--- src/inc/modulator_consts.svh ---
`ifndef MODULATOR_CONSTS_SVH
`define MODULATOR_CONSTS_SVH

`define MOD_ADDR_CTRL       32'hffff0f80
`define MOD_ADDR_PAIR_BASE  32'hffff0f84
`define MOD_PAIR_STRIDE     32'h00000010
`define MOD_REG_STRIDE      32'h00000004
`define MOD_ADDR_IRQ_CLEAR  32'hffff0fb8
`define MOD_ADDR_STATUS     32'hffff0fbc

`define MOD_CTRL_RESET      16'h0012
`define MOD_CTRL_WMASK      16'h7fff

`define MOD_BIT_ENABLE      0
`define MOD_BIT_BRIDGE      1
`define MOD_BIT_DIR         2
`define MOD_BIT_LOAD        3
`define MOD_BIT_HIGH_SIDE_OFF        4
`define MOD_BIT_INVERT      5
`define MOD_BIT_PRESC_LO    6
`define MOD_BIT_PRESC_HI    8
`define MOD_BIT_BR_ENA      9
`define MOD_BIT_TRIP_EN     10
`define MOD_BIT_LOW_INV0    11
`define MOD_BIT_SYNC        14

`define MOD_STAT_IRQ        0
`define MOD_STAT_TRIP_LVL   1

`define MOD_REG_RISE        0
`define MOD_REG_FALL        1
`define MOD_REG_LOWF        2
`define MOD_REG_LEN         3

`endif

--- src/inc/modulator_pkg.sv ---
package modulator_pkg;

    typedef logic [15:0] word_t;

    typedef struct packed {
        word_t cnt;
        word_t rise_sh;
        word_t fall_sh;
        word_t lowf_sh;
        logic  hi;
        logic  lo;
    } pair_state_s;

    typedef struct packed {
        word_t                  ctrl;
        logic [2:0][3:0][15:0]  sw;
        logic [2:0]             sync_pin;
        logic [1:0]             trip_pin;
        logic [7:0]             presc;
        logic                   tick;
        logic                   clr;
        logic                   irq;
        word_t                  rdata;
        logic [5:0]             outs;
    } top_state_s;

endpackage

--- src/inc/pair_if.sv ---
interface pair_if;
    logic        tick;
    logic        clr;
    logic        load;
    logic [15:0] rise;
    logic [15:0] fall;
    logic [15:0] lowf;
    logic [15:0] len;
    logic        hi;
    logic        lo;

    modport ctl  (output tick, output clr, output load, output rise, output fall,
                  output lowf, output len, input hi, input lo);
    modport pair (input tick, input clr, input load, input rise, input fall,
                  input lowf, input len, output hi, output lo);
endinterface

--- src/rtl/hbridge_pwm_six_channel.sv ---
// Strobed register access was decided locally.
`include "modulator_consts.svh"

module hbridge_pwm_six_channel (
    input  wire logic                 clk_i,
    input  wire logic                 resetn_i,
    input  wire logic [31:0]          addr_i,
    input  wire modulator_pkg::word_t wdata_i,
    input  wire logic                 wr_i,
    input  wire logic                 rd_i,
    output logic [15:0]               rdata_o,
    input  wire logic                 sync_pin_i,
    input  wire logic                 trip_pin_i,
    output logic                      trip_irq_o,
    output logic                      pair_a_high_o,
    output logic                      pair_a_low_o,
    output logic                      pair_b_high_o,
    output logic                      pair_b_low_o,
    output logic                      pair_c_high_o,
    output logic                      pair_c_low_o
);
    import modulator_pkg::*;

    logic [1:0]  rst_sync_r;
    logic        rst_n;
    top_state_s  st_r;
    top_state_s  st_nxt;
    logic [2:0]  pair_hi;
    logic [2:0]  pair_lo;

    pair_if pif[3] ();

    // Reset released through two flops; assertion stays asynchronous
    always_ff @(posedge clk_i or negedge resetn_i) begin
        if (!resetn_i) begin
            rst_sync_r <= 2'b00;
        end else begin
            rst_sync_r <= {rst_sync_r[0], 1'b1};
        end
    end
    assign rst_n = rst_sync_r[1];

    genvar g;
    generate
        for (g = 0; g < 3; g++) begin : g_pair
            assign pif[g].tick = st_r.tick;
            assign pif[g].clr  = st_r.clr;
            assign pif[g].load = st_r.ctrl[`MOD_BIT_LOAD];
            assign pif[g].rise = st_r.sw[g][`MOD_REG_RISE];
            assign pif[g].fall = st_r.sw[g][`MOD_REG_FALL];
            assign pif[g].lowf = st_r.sw[g][`MOD_REG_LOWF];
            assign pif[g].len  = st_r.sw[g][`MOD_REG_LEN];
            assign pair_hi[g]  = pif[g].hi;
            assign pair_lo[g]  = pif[g].lo;

            modulator_pair u_pair (
                .clk_i   (clk_i),
                .rst_n_i (rst_n),
                .p       (pif[g])
            );
        end
    endgenerate

    function automatic logic [31:0] pair_addr(input int p, input int k);
        pair_addr = `MOD_ADDR_PAIR_BASE + 32'(p) * `MOD_PAIR_STRIDE
                    + 32'(k) * `MOD_REG_STRIDE;
    endfunction

    logic        sync_fall;
    logic        trip_hit;
    logic [2:0]  presc_sel;
    logic [7:0]  presc_mask;
    logic        bridge;
    logic        high_side_off;
    logic        inv;
    logic        ena;
    logic        a_active;
    logic        idle_lvl;
    logic [2:0]  low_inv;
    logic [2:0]  lo_eff;

    always_comb begin
        st_nxt = st_r;

        // Pins come from outside the clock domain
        st_nxt.sync_pin = {st_r.sync_pin[1:0], sync_pin_i};
        st_nxt.trip_pin = {st_r.trip_pin[0], trip_pin_i};
        sync_fall = st_r.sync_pin[2] & ~st_r.sync_pin[1];
        trip_hit  = st_r.ctrl[`MOD_BIT_TRIP_EN] & ~st_r.trip_pin[1];

        // Prescaler clears on the edge after the fall is seen, pair counters one edge later
        st_nxt.clr = sync_fall & st_r.ctrl[`MOD_BIT_SYNC];

        presc_sel  = st_r.ctrl[`MOD_BIT_PRESC_HI:`MOD_BIT_PRESC_LO];
        presc_mask = 8'((9'h002 << presc_sel) - 9'h001);
        if (st_nxt.clr) begin
            st_nxt.presc = 8'h00;
            st_nxt.tick  = 1'b0;
        end else begin
            st_nxt.presc = st_r.presc + 8'h01;
            st_nxt.tick  = ((st_r.presc & presc_mask) == presc_mask);
        end

        // Register writes; bit 15 of ctrl is kept at zero, pair registers take all 16 bits
        if (wr_i) begin
            if (addr_i == `MOD_ADDR_CTRL) begin
                st_nxt.ctrl = wdata_i & `MOD_CTRL_WMASK;
            end
            for (int p = 0; p < 3; p++) begin
                for (int k = 0; k < 4; k++) begin
                    if (addr_i == pair_addr(p, k)) begin
                        st_nxt.sw[p][k] = wdata_i;
                    end
                end
            end
            if (addr_i == `MOD_ADDR_IRQ_CLEAR) begin
                st_nxt.irq = 1'b0;
            end
        end

        // Trip wins over a simultaneous software write or clear
        if (trip_hit) begin
            st_nxt.ctrl[`MOD_BIT_ENABLE] = 1'b0;
            st_nxt.irq                   = 1'b1;
        end

        st_nxt.rdata = 16'h0000;
        if (rd_i) begin
            if (addr_i == `MOD_ADDR_CTRL) begin
                st_nxt.rdata = st_r.ctrl;
            end
            if (addr_i == `MOD_ADDR_STATUS) begin
                st_nxt.rdata[`MOD_STAT_IRQ]      = st_r.irq;
                st_nxt.rdata[`MOD_STAT_TRIP_LVL] = st_r.trip_pin[1];
            end
            for (int p = 0; p < 3; p++) begin
                for (int k = 0; k < 4; k++) begin
                    if (addr_i == pair_addr(p, k)) begin
                        st_nxt.rdata = st_r.sw[p][k];
                    end
                end
            end
        end

        // Output selection
        bridge   = st_r.ctrl[`MOD_BIT_BRIDGE];
        high_side_off     = bridge & st_r.ctrl[`MOD_BIT_HIGH_SIDE_OFF];
        inv      = bridge & st_r.ctrl[`MOD_BIT_INVERT];
        ena      = st_r.ctrl[`MOD_BIT_BR_ENA] & st_r.ctrl[`MOD_BIT_ENABLE];
        a_active = st_r.ctrl[`MOD_BIT_DIR] ^ inv;
        idle_lvl = inv;
        low_inv  = st_r.ctrl[`MOD_BIT_LOW_INV0 + 2:`MOD_BIT_LOW_INV0];
        lo_eff   = pair_lo ^ low_inv;

        if (!bridge) begin
            if (st_r.ctrl[`MOD_BIT_ENABLE]) begin
                st_nxt.outs = {lo_eff[2], pair_hi[2], lo_eff[1], pair_hi[1],
                               lo_eff[0], pair_hi[0]};
            end else begin
                st_nxt.outs = 6'h00;
            end
        end else begin
            // Pair c keeps modulating; invert applies to it in bridge mode
            st_nxt.outs[5:4] = {lo_eff[2], pair_hi[2]} ^ {2{inv}};
            if (high_side_off) begin
                st_nxt.outs[3:0] = 4'h5;
            end else if (!ena) begin
                st_nxt.outs[3:0] = 4'hf;
            end else if (a_active) begin
                st_nxt.outs[1:0] = {lo_eff[0], pair_hi[0]};
                st_nxt.outs[3:2] = {2{idle_lvl}};
            end else begin
                st_nxt.outs[1:0] = {2{idle_lvl}};
                st_nxt.outs[3:2] = {lo_eff[0], pair_hi[0]};
            end
        end
    end

    always_ff @(posedge clk_i or negedge rst_n) begin
        if (!rst_n) begin
            st_r      <= '0;
            st_r.ctrl <= `MOD_CTRL_RESET;
            st_r.outs <= 6'h05;
        end else begin
            st_r <= st_nxt;
        end
    end

    assign rdata_o       = st_r.rdata;
    assign trip_irq_o    = st_r.irq;
    assign pair_a_high_o = st_r.outs[0];
    assign pair_a_low_o  = st_r.outs[1];
    assign pair_b_high_o = st_r.outs[2];
    assign pair_b_low_o  = st_r.outs[3];
    assign pair_c_high_o = st_r.outs[4];
    assign pair_c_low_o  = st_r.outs[5];

endmodule // hbridge_pwm_six_channel

--- src/rtl/modulator_pair.sv ---
module modulator_pair (
    input  wire logic clk_i,
    input  wire logic rst_n_i,
    pair_if.pair      p
);
    import modulator_pkg::*;

    pair_state_s st_r;
    pair_state_s st_nxt;
    word_t       c;

    always_comb begin
        st_nxt = st_r;
        c      = st_r.cnt;
        if (p.clr) begin
            st_nxt.cnt = '0;
        end else if (p.tick) begin
            // Wrap after the period length has been reached
            c = (st_r.cnt == p.len) ? 16'h0000 : st_r.cnt + 16'h0001;
            st_nxt.cnt = c;
            if (p.load && st_r.cnt == 16'h0000 && c == 16'h0001) begin
                st_nxt.rise_sh = p.rise;
                st_nxt.fall_sh = p.fall;
                st_nxt.lowf_sh = p.lowf;
            end
            if (c == st_nxt.rise_sh) begin
                st_nxt.hi = 1'b1;
            end
            // Fall wins when both compare values coincide
            if (c == st_nxt.fall_sh) begin
                st_nxt.hi = 1'b0;
            end
            if (c == p.len) begin
                st_nxt.lo = 1'b1;
            end
            if (c == st_nxt.lowf_sh || (st_r.hi && !st_nxt.hi)) begin
                st_nxt.lo = 1'b0;
            end
        end
    end

    always_ff @(posedge clk_i or negedge rst_n_i) begin
        if (!rst_n_i) begin
            st_r <= '0;
        end else begin
            st_r <= st_nxt;
        end
    end

    assign p.hi = st_r.hi;
    assign p.lo = st_r.lo;

endmodule // modulator_pair

--- config.mk ---
export PLATFORM = sky130hd
export DESIGN_NAME = hbridge_pwm_six_channel
export DESIGN_NICKNAME = d
export VERILOG_FILES = /design/src/inc/modulator_pkg.sv /design/src/inc/pair_if.sv /design/src/rtl/hbridge_pwm_six_channel.sv /design/src/rtl/modulator_pair.sv
export VERILOG_INCLUDE_DIRS = /design/src /design/src/inc
export SDC_FILE = /design/constraint.sdc
export NUM_CORES = 1
export LEC_CHECK = 0
export BUFFER_PORTS_ARGS = -buffer_cell sky130_fd_sc_hd__buf_2
export CAP_MARGIN = 20
export CORE_UTILIZATION = 55
export DETAILED_ROUTE_END_ITERATION = 8
export GPL_TIMING_DRIVEN = 0
export PLACE_DENSITY = 0.68
export SLEW_MARGIN = 20
export SYNTH_ARGS = -nofsm -noshare
export SYNTH_HDL_FRONTEND = slang
export SYNTH_SLANG_ARGS = --single-unit
--- constraint.sdc ---
create_clock -name clk_i -period 37.7 [get_ports clk_i]
set_clock_uncertainty 0.05 [all_clocks]
set_input_delay 1.885 -clock clk_i [delete_from_list [all_inputs] [get_ports clk_i]]
set_output_delay 1.885 -clock clk_i [all_outputs]
set_load 0.02 [all_outputs]
==> results by group <==
Layout
  – Util after Layout: 63.05%
  – Layout Nets: 2487
  – Share of cells above drive strength 1: 24.51%
  – Final Non-Filler Cells: 3063
  – Number of fill cells: 3642
  – Synthesis-to-finish area growth: 12.76%
  – Fin area: 28000 um^2

Flow run
  – MaxCap Viol Count: 0

Logic synthesis
  – Netlist cell types: 82
  – Ys Warns: 0
  – Syn Area/Cell: 10.83 um^2
  – FF+latch count, synth: 445
  – Post-synthesis xor/xnor area fraction: 8.756%
  – Post-Synth Adder-Cell Area: 0.4333%
  – Top FF cell, synth: dfrtp_1
  – EDFF count, synth: 0
  – Cells after Synth: 2293
  – Synth Cell Area: 24840 um^2
  – Largest family of logic cells by synthesized area: multiplexers
  – Register area share after synthesis: 44.86%
  – Compound-cell area share of the yosys netlist: 9.759%
  – Simple-Gate Fraction of Synth Area: 11.86%
  – FFs w/ async S/R, synth: 100.0%
  – Post-Syn Nets: 2354
  – Post-synthesis mux area share: 20.36%

Die
  – Placeable Area: 44410 um^2
  – Die Height: 214.5 um
  – DIE AREA: 46010 um^2
  – Num ports: 77
  – Chip width: 214.5 um
  – Row cnt: 77
  – Starting Density: 55.92%

STA
  – WHS: 0.2918 ns
  – Slew Limit Fails: 0
  – Max transition margin: 20.32%
  – Final WS setup: 32.39 ns
  – Tcrit/Tclk final: 14.09%
  – Worst Tran Pin Value: 1.195 ns
  – Final Hold Fails: 0
  – RSZ-0062 raised after global routing: false
  – Max Clk Rate: 0.1882 GHz
  – Setup TNS: 0 ns
  – Endpoints failing setup: 0
  – Tmin final: 5.312 ns

Critical path
  – CP Capture Type: register
  – Required @ worst endpoint: 38.18 ns
  – R2R depth: 13
  – Crit path launch type: primary input
  – Crit path from: addr_i[12]
  – Crit-path most repeated cell: o21ai_0
  – R2r setup slk: 33.19 ns
  – CP arrival: 5.79 ns
  – Max incr delay on CP: 0.70 ns
  – RR Endpoint: g_pair[0].u_pair.p.hi
  – Worst-path fanout max: 10
  – CP Capture Point: rdata_o[6]
  – CP Cell Sequence: buf_2, or4b_1, nor4_4, nand2_1, nor3_1, clkbuf_1, a2111oi_0, o21ai_0, o21ai_0, a21oi_1
  – Setup CP Type: in2reg
  – Slowest-stage cell, CP: nor3_1
  – R2r startpoint: g_pair[0].u_pair.st_r[50]

CTS
  – Clock Root Buffer: clkbuf_16
  – Worst-path clk slew: 0.06 ns
  – Hold-fix buffers, CTS: 0
  – CTS tree: yes
  – Post-CTS resize count: 0
  – Num CTS Buffers: 50
  – H-tree Lvls: 2
  – CTS sink cnt: 445
  – Bufs on Longest Clock Path: 3
  – Worst skew pair latency: 0.62 ns
  – Setup bufs post-CTS: 0

Place
  – Post-DP Area: 26160 um^2
  – Setup WS pre-CTS: 31.97 ns
  – GPL Wtd Cong: 0.9746
  – HPWL Detailed: 64.66 mm
  – Port bufs: 73
  – Dpl cells: 2966

GRT
  – First-pass GRT wire length: 129.7 mm
  – Number of global-route vias before repair: 19618
  – Initial antenna violation count: 0
  – Tot GR Track Use: 38.15%
  – Largest net degree at the start of global routing: 60
  – Total gr overflow: 0

Detailed routing
  – # DRC: 0
  – Antenna Nets Post-Route: 0
  – DR vias: 19956
  – Vias/cell: 6.515
  – WL per Instance: 28.35 um
  – Final wirelength: 86.83 mm
  – Drt pass-1 iters: 6
  – Iteration-0 DRC Markers: 2562

Pwr
  – Sequential Power Share: 45.8%
  – Comb power frac: 2.4%
  – VDD IR max: 0.03977 mV
  – Final Power: 1.046 mW
  – Switch share: 22.50%
  – Power density over the cells: 37.36 nW/um^2
  – NetSw: 235.4 uW
  – Internal power: 810.9 uW
  – Clock share of power: 51.8%
  – Leakage Power: 12.90 nW

Worst hold path
  – HP Class: reg2async

Outcome
  – Status: finished, final reports clean
synthesized netlist by cell type (11+ instances only):
master      n  share of area (%)
a21oi_1   106                2.1
nor3_1     56                1.1
nand3_1    54                1.1
nand4_1    58                1.5
nor2_1    156                2.4
nor2b_1    14               0.35
a31oi_1    11               0.28
o22ai_1    14               0.35
mux2i_1   117                4.7
a221oi_1   19               0.67
a211oi_1   11               0.33
xor2_1    106                3.7
xnor2_1   136                4.8
a22oi_1    20               0.60
nand2_1    81                1.2
and3_1     25               0.63
dfrtp_1   441                 44
a22o_1     15               0.53
inv_1      35               0.53
buf_6      14               0.63
buf_2      24               0.48
clkbuf_1  101                1.5
nor4_1     28               0.71
buf_4      21               0.63
a222oi_1   16               0.64
mux2_2    345                 16
o21ai_0    86                1.7
state kept, by name (all words and copies together) (netlist names), 2 cells and up:
| register | count |
|---|---|
| pif.rise | 48 |
| st_nxt | 3 |
| presc_sel | 3 |
| low_inv | 3 |
| pif.fall | 48 |
| g_pair.u_pair.p.hi | 3 |
| pif.lowf | 48 |
| pif.len | 48 |
| st_r | 17 |
| rdata_o | 16 |
| g_pair.u_pair.st_r | 192 |
| rst_sync_r | 2 |
| g_pair.u_pair.p.lo | 3 |
layer usage:
metal | track usage [%] | routed length (um) | vias to the layer above
met5 | 0 | 0 | -
met4 | 19.26 | 4594 | 0
met3 | 6.681 | 7536 | 221
met2 | 56.65 | 37910 | 1069
met1 | 53.82 | 36790 | 10046
li1 | - | - | 8620
worst max-delay path: cells and delay by family:
| kind | cells | cell delay, ns |
|---|---|---|
| AND/OR/NAND/NOR | 4 | 2.01 |
| AO/OA/AOI/OAI | 4 | 1.28 |
| buffers and inverters | 2 | 0.61 |
worst min path at each step:
stage	from	to	slack (ns)	depth (start not counted)
global route	st_nxt[34]	st_r[34]	0.30	0
finish	rst_sync_r[1]	g_pair[1].u_pair.st_r[44]	0.29	0
floorplan	rst_sync_r[0]	rst_sync_r[1]	0.28	0
CTS	st_nxt[34]	st_r[34]	0.30	0
global placement	st_nxt[36]	st_nxt[37]	0.28	0
detailed placement	st_nxt[34]	st_r[34]	0.29	0
cell usage in the layout (no fill, tap or decap), types with 9 or more instances in the layout:
cell type and count:
o21ai_0 86, a22o_1 15, clkbuf_16 50, nor4_1 28, clkbuf_8 10, buf_1 10, nand2_1 81, buf_4 21
nor2b_1 14, a222oi_1 16, a211oi_1 11, xnor2_1 136, mux2_2 345, xor2_1 106, and2_1 9, buf_2 97
and3_1 25, a221oi_1 19, nor2_1 156, o22ai_1 14, nand3_1 54, bufinv_16 9, nor3_1 56, inv_1 35
dfrtp_1 440, or3_1 10, clkbuf_1 106, a21oi_1 106, buf_6 14, a31oi_1 11, nand4_1 58, mux2i_1 117
and4_1 9, a22oi_1 20
cells by family after synthesis:
logic type      Yosys count
compound gates          366
xor+xnor                245
buf+inv                 205
other cells               1
simple gates            560
mux                     462
flops                   445
fa+ha+maj                 9
area by class of cell:
class	instances	area [um^2]	share of cell area (%)
timing repair buffer	81	578.1	2.064
buffer	170	853.3	3.047
tap	592	740.7	2.645
multi-input combinational	1643	12720	45.42
inverter	35	131.4	0.4691
clock inverter	28	417.9	1.492
antenna	3	7.507	0.02681
sequential	445	11140	39.80
clock buffer	66	1411	5.040
power by group through the flow:
stage          registers [mW]  logic (mW)  clock network (mW)
6_report                0.479      0.0256               0.542
5_1_grt                 0.479      0.0275               0.565
4_1_cts                 0.479      0.0253               0.546
3_5_place_dp            0.488      0.0253                   0
3_3_place_gp            0.497      0.0137                   0
2_1_floorplan           0.494     0.00427                   0
No activity file was read; power rests on OpenSTA's default activity.
